**src/core/seq_core_defs.svh**
```systemverilog
// Constants of the 4-bit sequencer core: offsets, field positions, reset values
`ifndef SEQ_CORE_DEFS_SVH
`define SEQ_CORE_DEFS_SVH

`define PC_W 10
`define PC_RESET 10'h000
`define CALL_PUSH_INC 10'h001
`define EXIT_INC 10'h002
`define SP_RESET 2'h0
`define SP_TOP 2'h3
`define SP_BOTTOM 2'h0
`define ACC_W 4
`define ACC_FULL 4'hf
`define RAM_WORDS 32
`define RAM_W 5
`define RAM_AW 5
`define STACK_TOP_ROW 4'hf
`define PTR_HI_ADDR 5'h10
`define PTR_LO_ADDR 5'h00
`define CTRL_W 10
`define CTRL_RESET 10'h000
`define CTRL_SERIAL_BIT 0
`define CTRL_PAGE_LO 4
`define CTRL_PAGE_HI 5
`define REG_ADDR_W 4
`define REG_CTRL 4'h0
`define REG_PC 4'h4
`define REG_CORE 4'h8

`endif

```
**src/core/seq_core_pkg.sv**
```systemverilog
// Types shared by the sequencer core and its ALU
`include "seq_core_defs.svh"
package seq_core_pkg;

    typedef enum logic [4:0] {
        OP_ADVANCE = 5'h00,
        OP_JUMP_DIRECT = 5'h01,
        OP_JUMP_ON_CARRY = 5'h02,
        OP_JUMP_ON_MATCH = 5'h03,
        OP_JUMP_INDIRECT = 5'h04,
        OP_CALL = 5'h05,
        OP_EXIT = 5'h06,
        OP_TABLE_READ = 5'h07,
        OP_INC_ACC = 5'h08,
        OP_ROTATE_LEFT = 5'h09,
        OP_SET_CARRY_IF_FULL = 5'h0a,
        OP_PIN_TEST = 5'h0b,
        OP_LOAD_ACC = 5'h0c,
        OP_STORE_ACC = 5'h0d,
        OP_LOAD_IMM = 5'h0e,
        OP_ADD_RAM = 5'h0f,
        OP_AND_RAM = 5'h10,
        OP_OR_RAM = 5'h11,
        OP_XOR_RAM = 5'h12
    } op_t;

    typedef enum logic [2:0] {
        ALU_PASS = 3'h0,
        ALU_ADD = 3'h1,
        ALU_INC = 3'h2,
        ALU_RL = 3'h3,
        ALU_AND = 3'h4,
        ALU_OR = 3'h5,
        ALU_XOR = 3'h6
    } alu_func_t;

    typedef enum logic [3:0] {
        S_IDLE = 4'h1,
        S_FETCH = 4'h2,
        S_EXEC = 4'h4,
        S_PUSH_LO = 4'h8
    } state_t;

    typedef struct packed {
        op_t op;
        logic [1:0] len;
        logic [`PC_W-1:0] imm;
        logic [`RAM_AW-1:0] ram_addr;
    } exec_req_t;

    typedef struct packed {
        logic wr;
        logic rd;
        logic [`REG_ADDR_W-1:0] addr;
        logic [31:0] wdata;
    } reg_req_t;

endpackage

```
**src/core/seq_data_ram.sv**
```systemverilog
// Data memory, 32 words of 5 bits, registered read, contents never reset
`timescale 1ns/1ps
`include "seq_core_defs.svh"
module seq_data_ram #(
    parameter int DEPTH = `RAM_WORDS,
    parameter int WIDTH = `RAM_W
) (
    // Clock
    input wire logic sys_clk,
    // Write side
    input wire logic we,
    input wire logic [`RAM_AW-1:0] waddr,
    input wire logic [WIDTH-1:0] wdata,
    // Read side
    input wire logic [`RAM_AW-1:0] raddr,
    output logic [WIDTH-1:0] rdata
);

    if (DEPTH != `RAM_WORDS || WIDTH < `RAM_W) begin : g_bad_size
        $error("data ram needs 32 words of at least 5 bits");
    end

    logic [WIDTH-1:0] mem [DEPTH];
    logic [WIDTH-1:0] rdata_ff;

    // No reset here: contents survive reset and all-clear
    always_ff @(posedge sys_clk) begin
        if (we) begin
            mem[waddr] <= wdata;
        end
    end

    always_ff @(posedge sys_clk) begin
        rdata_ff <= mem[raddr];
    end

    assign rdata = rdata_ff;

endmodule

```
**src/core/seq_alu4.sv**
```systemverilog
// Four-bit ALU of the sequencer core
`timescale 1ns/1ps
`include "seq_core_defs.svh"
module seq_alu4 (
    // Operation
    input wire seq_core_pkg::alu_func_t func,
    input wire logic [`ACC_W-1:0] a,
    input wire logic [`ACC_W-1:0] b,
    input wire logic rl_fill,
    // Result
    output logic [`ACC_W-1:0] y,
    output logic cout
);

    logic [`ACC_W:0] sum;

    always_comb begin
        sum = {1'b0, a} + {1'b0, b};
        y = b;
        cout = 1'b0;
        unique case (func)
            seq_core_pkg::ALU_PASS: begin
                y = b;
            end
            seq_core_pkg::ALU_ADD: begin
                y = sum[`ACC_W-1:0];
                cout = sum[`ACC_W];
            end
            seq_core_pkg::ALU_INC: begin
                sum = {1'b0, a} + 5'h01;
                y = sum[`ACC_W-1:0];
                cout = sum[`ACC_W];
            end
            seq_core_pkg::ALU_RL: begin
                y = {a[`ACC_W-2:0], rl_fill};
                cout = a[`ACC_W-1];
            end
            seq_core_pkg::ALU_AND: begin
                y = a & b;
            end
            seq_core_pkg::ALU_OR: begin
                y = a | b;
            end
            seq_core_pkg::ALU_XOR: begin
                y = a ^ b;
            end
            default: begin
                y = b;
            end
        endcase
    end

endmodule

```
**src/core/seq_core.sv**
```systemverilog
// Program sequencer, stack, accumulator, flags and register port of the 4-bit core
`timescale 1ns/1ps
`include "seq_core_defs.svh"
module seq_core (
    // Clock and reset
    input wire logic sys_clk,
    input wire logic reset,
    // Pins
    input wire logic all_clear_pin,
    input wire logic serial_in_pin,
    input wire logic pin_match_pin,
    // Decoded instruction
    input wire logic exec_valid,
    input wire seq_core_pkg::exec_req_t exec_req,
    output logic exec_ready,
    // Program memory side
    output logic [`PC_W-1:0] program_counter,
    output logic [`PC_W-1:0] table_addr,
    output logic table_valid,
    // Register port
    input wire seq_core_pkg::reg_req_t reg_req,
    output logic [31:0] reg_rdata
);

    ////////////////////////////////////////////////////////////////////////////////
    // Pin synchronisers: bit 0 all-clear, bit 1 serial input, bit 2 pin match

    logic [2:0] pin_raw;
    logic [2:0] sync1_ff;
    logic [2:0] sync2_ff;
    logic [2:0] sync3_ff;
    logic [2:0] pin_ff;
    logic clear_all;

    assign pin_raw = {pin_match_pin, serial_in_pin, all_clear_pin};

    always_ff @(posedge sys_clk) begin
        if (reset) begin
            sync1_ff <= 3'h0;
            sync2_ff <= 3'h0;
            sync3_ff <= 3'h0;
            pin_ff <= 3'h0;
        end else begin
            sync1_ff <= pin_raw;
            sync2_ff <= sync1_ff;
            sync3_ff <= sync2_ff;
            pin_ff <= (~(sync2_ff ^ sync3_ff) & sync3_ff) | ((sync2_ff ^ sync3_ff) & pin_ff);
        end
    end

    assign clear_all = reset | pin_ff[0];

    ////////////////////////////////////////////////////////////////////////////////
    // Stack addressing

    // Row of a stack level; level zero is the top row
    function automatic logic [3:0] stack_row(input logic [1:0] level);
        stack_row = `STACK_TOP_ROW - {2'h0, level};
    endfunction

    // First word (hi) or second word (lo) that an operation reads
    function automatic logic [`RAM_AW-1:0] read_addr(input seq_core_pkg::op_t op,
                                                     input logic [`RAM_AW-1:0] ra,
                                                     input logic [1:0] sp,
                                                     input logic hi);
        if (op == seq_core_pkg::OP_EXIT) begin
            read_addr = {hi, stack_row(sp - 2'h1)};
        end else if (op == seq_core_pkg::OP_TABLE_READ) begin
            read_addr = hi ? `PTR_HI_ADDR : `PTR_LO_ADDR;
        end else begin
            read_addr = ra;
        end
    endfunction

    ////////////////////////////////////////////////////////////////////////////////
    // State

    seq_core_pkg::state_t state_ff;
    seq_core_pkg::state_t nxt_state;
    seq_core_pkg::exec_req_t req_ff;
    logic [`PC_W-1:0] pc_ff;
    logic [`PC_W-1:0] nxt_pc;
    logic [1:0] sp_ff;
    logic [1:0] nxt_sp;
    logic fault;
    logic [`ACC_W-1:0] acc_ff;
    logic carry_ff;
    logic status_ff;
    logic [`CTRL_W-1:0] ctrl_ff;
    logic [`RAM_W-1:0] word_a_ff;
    logic [`RAM_W-1:0] push_lo_ff;
    logic [`RAM_AW-1:0] push_addr_ff;
    logic [`PC_W-1:0] table_addr_ff;
    logic table_valid_ff;
    logic [31:0] reg_rdata_ff;
    logic accept;
    logic in_exec;
    logic [`PC_W-1:0] seq_pc;
    logic [`PC_W-1:0] ret_pc;
    logic [`PC_W-1:0] stacked_pc;

    logic ram_we;
    logic [`RAM_AW-1:0] ram_waddr;
    logic [`RAM_W-1:0] ram_wdata;
    logic [`RAM_AW-1:0] ram_raddr;
    logic [`RAM_W-1:0] ram_rdata;

    seq_core_pkg::alu_func_t alu_func;
    logic [`ACC_W-1:0] alu_b;
    logic [`ACC_W-1:0] alu_y;
    logic alu_cout;
    logic rl_fill;
    logic acc_load;

    assign exec_ready = (state_ff == seq_core_pkg::S_IDLE) && !clear_all;
    assign accept = exec_valid && exec_ready;
    assign in_exec = (state_ff == seq_core_pkg::S_EXEC);
    assign seq_pc = pc_ff + {8'h00, req_ff.len};
    assign ret_pc = pc_ff + `CALL_PUSH_INC;
    assign stacked_pc = {word_a_ff, ram_rdata};

    ////////////////////////////////////////////////////////////////////////////////
    // Sequencing

    always_comb begin
        nxt_state = state_ff;
        unique case (state_ff)
            seq_core_pkg::S_IDLE: begin
                if (accept) nxt_state = seq_core_pkg::S_FETCH;
            end
            seq_core_pkg::S_FETCH: begin
                nxt_state = seq_core_pkg::S_EXEC;
            end
            seq_core_pkg::S_EXEC: begin
                if (req_ff.op == seq_core_pkg::OP_CALL && !fault) begin
                    nxt_state = seq_core_pkg::S_PUSH_LO;
                end else begin
                    nxt_state = seq_core_pkg::S_IDLE;
                end
            end
            seq_core_pkg::S_PUSH_LO: begin
                nxt_state = seq_core_pkg::S_IDLE;
            end
            default: begin
                nxt_state = seq_core_pkg::S_IDLE;
            end
        endcase
    end

    always_comb begin
        nxt_pc = pc_ff;
        nxt_sp = sp_ff;
        fault = 1'b0;
        if (in_exec) begin
            unique case (req_ff.op)
                seq_core_pkg::OP_JUMP_DIRECT: nxt_pc = req_ff.imm;
                seq_core_pkg::OP_JUMP_ON_CARRY: nxt_pc = carry_ff ? req_ff.imm : seq_pc;
                seq_core_pkg::OP_JUMP_ON_MATCH: nxt_pc = status_ff ? req_ff.imm : seq_pc;
                seq_core_pkg::OP_JUMP_INDIRECT: nxt_pc = {req_ff.imm[`PC_W-1:4], ram_rdata[3:0]};
                seq_core_pkg::OP_CALL: begin
                    if (sp_ff == `SP_TOP) begin
                        fault = 1'b1;
                        nxt_pc = `PC_RESET;
                    end else begin
                        nxt_pc = req_ff.imm;
                        nxt_sp = sp_ff + 2'h1;
                    end
                end
                seq_core_pkg::OP_EXIT: begin
                    if (sp_ff == `SP_BOTTOM) begin
                        fault = 1'b1;
                        nxt_pc = `PC_RESET;
                    end else begin
                        nxt_pc = stacked_pc + `EXIT_INC;
                        nxt_sp = sp_ff - 2'h1;
                    end
                end
                default: nxt_pc = seq_pc;
            endcase
        end
    end

    always_ff @(posedge sys_clk) begin
        if (clear_all) begin
            state_ff <= seq_core_pkg::S_IDLE;
        end else begin
            state_ff <= nxt_state;
        end
    end

    always_ff @(posedge sys_clk) begin
        if (clear_all) begin
            pc_ff <= `PC_RESET;
            sp_ff <= `SP_RESET;
        end else begin
            pc_ff <= nxt_pc;
            sp_ff <= nxt_sp;
        end
    end

    always_ff @(posedge sys_clk) begin
        if (accept) begin
            req_ff <= exec_req;
        end
        if (state_ff == seq_core_pkg::S_FETCH) begin
            word_a_ff <= ram_rdata;
        end
        if (in_exec) begin
            push_lo_ff <= ret_pc[4:0];
            push_addr_ff <= {1'b0, stack_row(sp_ff)};
        end
    end

    assign program_counter = pc_ff;

    ////////////////////////////////////////////////////////////////////////////////
    // Data memory and stack traffic

    always_comb begin
        if (state_ff == seq_core_pkg::S_IDLE) begin
            ram_raddr = read_addr(exec_req.op, exec_req.ram_addr, sp_ff, 1'b1);
        end else begin
            ram_raddr = read_addr(req_ff.op, req_ff.ram_addr, sp_ff, 1'b0);
        end
    end

    always_comb begin
        ram_we = 1'b0;
        ram_waddr = req_ff.ram_addr;
        ram_wdata = {1'b0, acc_ff};
        if (in_exec && req_ff.op == seq_core_pkg::OP_STORE_ACC) begin
            ram_we = 1'b1;
        end else if (in_exec && req_ff.op == seq_core_pkg::OP_CALL && !fault) begin
            ram_we = 1'b1;
            ram_waddr = {1'b1, stack_row(sp_ff)};
            ram_wdata = ret_pc[`PC_W-1:5];
        end else if (state_ff == seq_core_pkg::S_PUSH_LO) begin
            ram_we = 1'b1;
            ram_waddr = push_addr_ff;
            ram_wdata = push_lo_ff;
        end
    end

    seq_data_ram #(
        .DEPTH(`RAM_WORDS),
        .WIDTH(`RAM_W)
    ) u_ram (
        .sys_clk(sys_clk),
        .we(ram_we),
        .waddr(ram_waddr),
        .wdata(ram_wdata),
        .raddr(ram_raddr),
        .rdata(ram_rdata)
    );

    // Pointer pair lives in data memory, so it keeps whatever it held
    always_ff @(posedge sys_clk) begin
        if (clear_all) begin
            table_valid_ff <= 1'b0;
            table_addr_ff <= `PC_RESET;
        end else begin
            table_valid_ff <= in_exec && req_ff.op == seq_core_pkg::OP_TABLE_READ;
            if (in_exec && req_ff.op == seq_core_pkg::OP_TABLE_READ) begin
                table_addr_ff <= {ctrl_ff[`CTRL_PAGE_HI:`CTRL_PAGE_LO], word_a_ff[3:0], ram_rdata[3:0]};
            end
        end
    end

    assign table_addr = table_addr_ff;
    assign table_valid = table_valid_ff;

    ////////////////////////////////////////////////////////////////////////////////
    // Accumulator, ALU and flags

    always_comb begin
        alu_func = seq_core_pkg::ALU_PASS;
        acc_load = in_exec;
        unique case (req_ff.op)
            seq_core_pkg::OP_INC_ACC: alu_func = seq_core_pkg::ALU_INC;
            seq_core_pkg::OP_ROTATE_LEFT: alu_func = seq_core_pkg::ALU_RL;
            seq_core_pkg::OP_ADD_RAM: alu_func = seq_core_pkg::ALU_ADD;
            seq_core_pkg::OP_AND_RAM: alu_func = seq_core_pkg::ALU_AND;
            seq_core_pkg::OP_OR_RAM: alu_func = seq_core_pkg::ALU_OR;
            seq_core_pkg::OP_XOR_RAM: alu_func = seq_core_pkg::ALU_XOR;
            seq_core_pkg::OP_LOAD_ACC: alu_func = seq_core_pkg::ALU_PASS;
            seq_core_pkg::OP_LOAD_IMM: alu_func = seq_core_pkg::ALU_PASS;
            default: acc_load = 1'b0;
        endcase
    end

    assign alu_b = (req_ff.op == seq_core_pkg::OP_LOAD_IMM) ? req_ff.imm[`ACC_W-1:0] : ram_rdata[`ACC_W-1:0];
    assign rl_fill = ctrl_ff[`CTRL_SERIAL_BIT] ? pin_ff[1] : acc_ff[`ACC_W-1];

    seq_alu4 u_alu (
        .func(alu_func),
        .a(acc_ff),
        .b(alu_b),
        .rl_fill(rl_fill),
        .y(alu_y),
        .cout(alu_cout)
    );

    // Accumulator and flags are data: no reset
    always_ff @(posedge sys_clk) begin
        if (acc_load) begin
            acc_ff <= alu_y;
        end
    end

    always_ff @(posedge sys_clk) begin
        if (in_exec) begin
            unique case (req_ff.op)
                seq_core_pkg::OP_INC_ACC, seq_core_pkg::OP_ROTATE_LEFT, seq_core_pkg::OP_ADD_RAM: begin
                    carry_ff <= alu_cout;
                end
                seq_core_pkg::OP_SET_CARRY_IF_FULL: begin
                    if (acc_ff == `ACC_FULL) carry_ff <= 1'b1;
                end
                default: begin
                    carry_ff <= carry_ff;
                end
            endcase
            if (req_ff.op == seq_core_pkg::OP_PIN_TEST) begin
                status_ff <= pin_ff[2];
            end
        end
    end

    ////////////////////////////////////////////////////////////////////////////////
    // Register port

    always_ff @(posedge sys_clk) begin
        if (clear_all) begin
            ctrl_ff <= `CTRL_RESET;
        end else if (reg_req.wr && reg_req.addr == `REG_CTRL) begin
            ctrl_ff <= reg_req.wdata[`CTRL_W-1:0];
        end
    end

    always_ff @(posedge sys_clk) begin
        if (reset) begin
            reg_rdata_ff <= 32'h0;
        end else if (reg_req.rd) begin
            unique case (reg_req.addr)
                `REG_CTRL: reg_rdata_ff <= {22'h0, ctrl_ff};
                `REG_PC: reg_rdata_ff <= {22'h0, pc_ff};
                `REG_CORE: reg_rdata_ff <= {24'h0, sp_ff, status_ff, carry_ff, acc_ff};
                default: reg_rdata_ff <= 32'h0;
            endcase
        end else begin
            reg_rdata_ff <= 32'h0;
        end
    end

    assign reg_rdata = reg_rdata_ff;
endmodule

```
**config.mk**
```make
export PLATFORM = sky130hd
export DESIGN_NAME = seq_core
export DESIGN_NICKNAME = d
export VERILOG_FILES = /design/src/core/seq_core_pkg.sv /design/src/core/seq_data_ram.sv /design/src/core/seq_alu4.sv /design/src/core/seq_core.sv
export VERILOG_INCLUDE_DIRS = /design/src /design/src/core
export SDC_FILE = /design/constraint.sdc
export NUM_CORES = 1
export LEC_CHECK = 0
export BUFFER_PORTS_ARGS = -buffer_cell sky130_fd_sc_hd__buf_2
export CORE_ASPECT_RATIO = 1.75
export CORE_MARGIN = 2
export CORE_UTILIZATION = 53
export CTS_CLUSTER_DIAMETER = 100
export CTS_CLUSTER_SIZE = 16
export DETAILED_ROUTE_END_ITERATION = 10
export GPL_ROUTABILITY_DRIVEN = 1
export PLACE_DENSITY = 0.78
export SYNTH_ARGS = -nofsm -noshare
export SYNTH_HDL_FRONTEND = slang
export SYNTH_SLANG_ARGS = --single-unit
```
**constraint.sdc**
```tcl
create_clock -name sys_clk -period 3.5 [get_ports sys_clk]
set_input_delay 0.7 -clock sys_clk [delete_from_list [all_inputs] [get_ports sys_clk]]
set_output_delay 0.7 -clock sys_clk [all_outputs]
set_load 0.005 [all_outputs]
```
==> flow_summary.toml <==
[logic_synthesis]
synthFlopType = "edfxtp_1"
synthesis.area_mm2 = 0.01200
ys_seq_area_share_pct = 60.70
avgSynthCellArea_um2 = 12.74
synth_cells = 942
synthArstFlopShare_pct = 0
netlist.area_leader.share_pct = 50.03
synthAdderAreaFrac_pct = 1.897
synth-xor-area-share_pct = 1.532
synthMuxAreaShare_pct = 14.45
synth-seq-cells = 264
yosysTopAreaCell = "edfxtp_1"
synthTopCellsByArea = "edfxtp_1, dfxtp_1, mux2i_1"
synth_top_family_by_area = "multiplexers"
yosys.area_share.simple_pct = 10.35
synth_compound_area_share_pct = 7.129
synth_edf_count = 200
yosys_warnings = 0
yosysUniqueCellTypes = 67

[detailed_routing]
drc_errors = 0
drt_wl_total_um = 27590
ant_nets = 0
num_vias = 7737
drt_pre_antenna_iters = 5
wire_per_inst_um = 20.58
routed_via_density = 5.770
initialDrtViolationCount = 450

[global_route]
gr-total-overflow = 0
grt_util_met2_pct = 44.02
grt_max_degree = 33
grt_pass1_vias = 7854
grt_pass1_wl_um = 41980
grt_usage_pct = 22.64
antenna_found_initial = 0
grt_use_met3_pct = 1.770
top_usage_layer = "met2"
grt_util_met1_pct = 22.85

[cts]
cts.reportedPaths.clkPinSlew_ns = 0.08
root_buffer = "clkbuf_16"
cts_resized = 0
cts_setup_buffers = 0
cts_sinks = 264
cts_buffers = 20
cts_tree = "yes"
cts_max_level = 1
clk_latency_ns = 0.51
cts_buffer_depth = 3
hold_buffers = 0

[cells_and_area]
final_cells = 1341
num-fill-cells = 1791
final_cell_mix = "edfxtp_1, mux2i_1, nor2_1"
mostFrequentLayoutCell = "edfxtp_1"
n_antenna_cell = 0
syn2layout_area_growth_pct = 11.63
fin_nets = 1114
layout-drive-gt1-share_pct = 18.47

[pwr]
power_frac_clock_pct = 33.7
cellLeakagePower_nw = 5.053
power.switching_mw = 1.557
intPower_mw = 4.865
powerDensity_mw_per_mm2 = 479.2
vdd_ir_drop_max_uv = 361.7
combPwrFrac_pct = 12.1
pwr-share-seq_pct = 54.2
switching_share_pct = 24.24

[sta]
clock.fmax_ghz = 0.3068
fin_crit_ns = 3.259
hold_viol_final = 0
worstMarginPinSlew_ns = 0.8020
setup_viol = 0
finalSetupTns_ns = 0
slew_violations = 0
fin_skew_ns = 0.01984
fin_crit_sh_pct = 93.12
slew-limit-headroom_pct = 46.38
rsz0062_at_grt = "no"

[die]
dieArea_mm2 = 0.02392
start_util_pct = 54.17
core-area_mm2 = 0.02216
num_io_pins = 120
die_x_um = 117.8
core.rowCount = 72
die_h_um = 203.1

[setup_path]
r2r_start = "req_ff[21]$_DFFE_PP_"
reg2reg_depth = 13
critPathKind = "reg2reg"
endpoint_kind = "register"
crit_fanout = 7
r2r_end = "carry_ff$_SDFFCE_PP1P_"
critPathRequiredTime_ns = 3.76
worst_ep_arrival_time_ns = 3.52
crit_start = "req_ff[21]$_DFFE_PP_"
critPathLaunchType = "register"
rrSetupSlack_ns = 0.24

[hold_path]
min_path_cells = 1
hold_path.class = "in2reg"
min_from = "exec_req[8]"
whs_endpoint = "req_ff[8]$_DFFE_PP_"

[job]
maxCapViolCount = 0

[placed_design]
dpl.cell_count = 1305
dp_hpwl_um = 19980
port-buffer-count = 75
place_congestion = 0.8957

[outcome]
outcome = "finished, final reports clean"
power groups by stage:
stage	Sequential, mW	Combinational (mW)	Clock (mW)
after floorplan	3.50	0.560	0
after global placement	3.55	0.758	0
after detailed placement	3.55	0.770	0
after CTS	3.48	0.775	2.19
after global routing	3.49	0.834	2.30
final	3.48	0.775	2.16
how the worst max path moves through the flow:
stage               slack [ns]                   endpoint
floorplan                 0.12  u_ram.mem[0][4]$_DFFE_PP_
global placement          0.22     u_ram.rdata[1]$_DFF_P_
detailed placement        0.21     u_ram.rdata[1]$_DFF_P_
CTS                       0.24     carry_ff$_SDFFCE_PP1P_
global route              0.01     carry_ff$_SDFFCE_PP1P_
finish                    0.24     carry_ff$_SDFFCE_PP1P_
cell type report:
class	instances	area, um^2	share of cell area [%]
clock buffer	35	578.1	4.314
clock inverter	1	8.758	0.06536
inverter	18	67.56	0.5042
multi-input combinational	615	4373	32.63
sequential	264	7287	54.38
tap	296	370.4	2.764
timing repair buffer	112	715.7	5.341
cells by family (layout without fill, tap and decap cells):
group,Yosys count,after routing
flops,264,264
simple gates,253,253
mux,167,167
compound gates,135,135
buf+inv,84,166
xor+xnor,21,21
fa+ha+maj,17,17
other cells,1,22
cell usage after synthesis, types with 2 or more instances:
master	number
nor4_1	6
nand3_1	22
inv_1	17
buf_1	6
a221oi_1	4
o22ai_1	3
nor2b_1	18
a31oi_1	6
and2_1	2
a31o_2	2
buf_2	6
nand2b_1	7
xnor2_1	12
fa_1	2
a21oi_1	37
a2111oi_0	2
a221o_1	2
or3_1	3
buf_6	8
o21ai_0	32
nor2_1	118
a21o_1	3
nand2_1	31
o211ai_1	2
or2_2	4
xor2_1	9
ha_1	15
a211oi_1	4
a22oi_1	26
and4_1	5
dfxtp_1	64
buf_4	23
nand3b_1	2
nor3_1	9
nand4_1	2
nor4b_1	3
mux2i_1	126
clkbuf_1	23
mux2_2	40
or4b_1	2
edfxtp_1	200
nor3b_1	3
and3_1	7
state kept, by name, summed over array words and instances (netlist names), named ones only:
| name | flops |
|---|---|
| acc_ff | 4 |
| carry_ff | 1 |
| ctrl_ff | 10 |
| program_counter | 10 |
| push_addr_ff | 2 |
| push_lo_ff | 5 |
| reg_rdata | 10 |
| req_ff | 22 |
| sp_ff | 2 |
| state_ff | 4 |
| status_ff | 1 |
| sync1_ff | 3 |
| sync2_ff | 3 |
| sync3_ff | 3 |
| table_addr | 10 |
| table_valid | 1 |
| u_ram.mem | 160 |
| u_ram.rdata | 5 |
| word_a_ff | 5 |
per-stage QoR:
stage | power, mW | cell area [um^2] | utilization [%] | hold WS [ns] | worst slack (ns)
3_5_place_dp | 4.316 | 12810 | 57.82 | 0.4223 | 0.2103
3_3_place_gp | 4.304 | 12810 | 57.82 | 0.4176 | 0.2159
4_1_cts | 6.440 | 13400 | 60.47 | 0.3568 | 0.2369
2_1_floorplan | 4.059 | 12080 | - | 0.4019 | 0.1196
6_report | 6.422 | 13400 | 60.47 | 0.3686 | 0.2406
5_1_grt | 6.622 | 13400 | 60.47 | 0.3600 | 0.01228
metal layers:
metal / wire (um) / vias up
met1: 9353 / 3718
li1: - / 3634
met4: 1761 / 0
met5: 0 / -
met3: 1209 / 84
met2: 15270 / 301
worst max-delay path, cell delays in order (launching register included):
cell and delay, ns:
edfxtp_1 0.52, nor2b_1 0.28, nand2_1 0.11, nor2_1 0.23, buf_4 0.19, mux2i_1 0.32, inv_1 0.15, fa_1 0.47
a21oi_1 0.16, nor2b_1 0.06, o211ai_1 0.17, o31ai_1 0.10, a21oi_1 0.19, nor2_1 0.06
(Power assumes the default switching activity.)
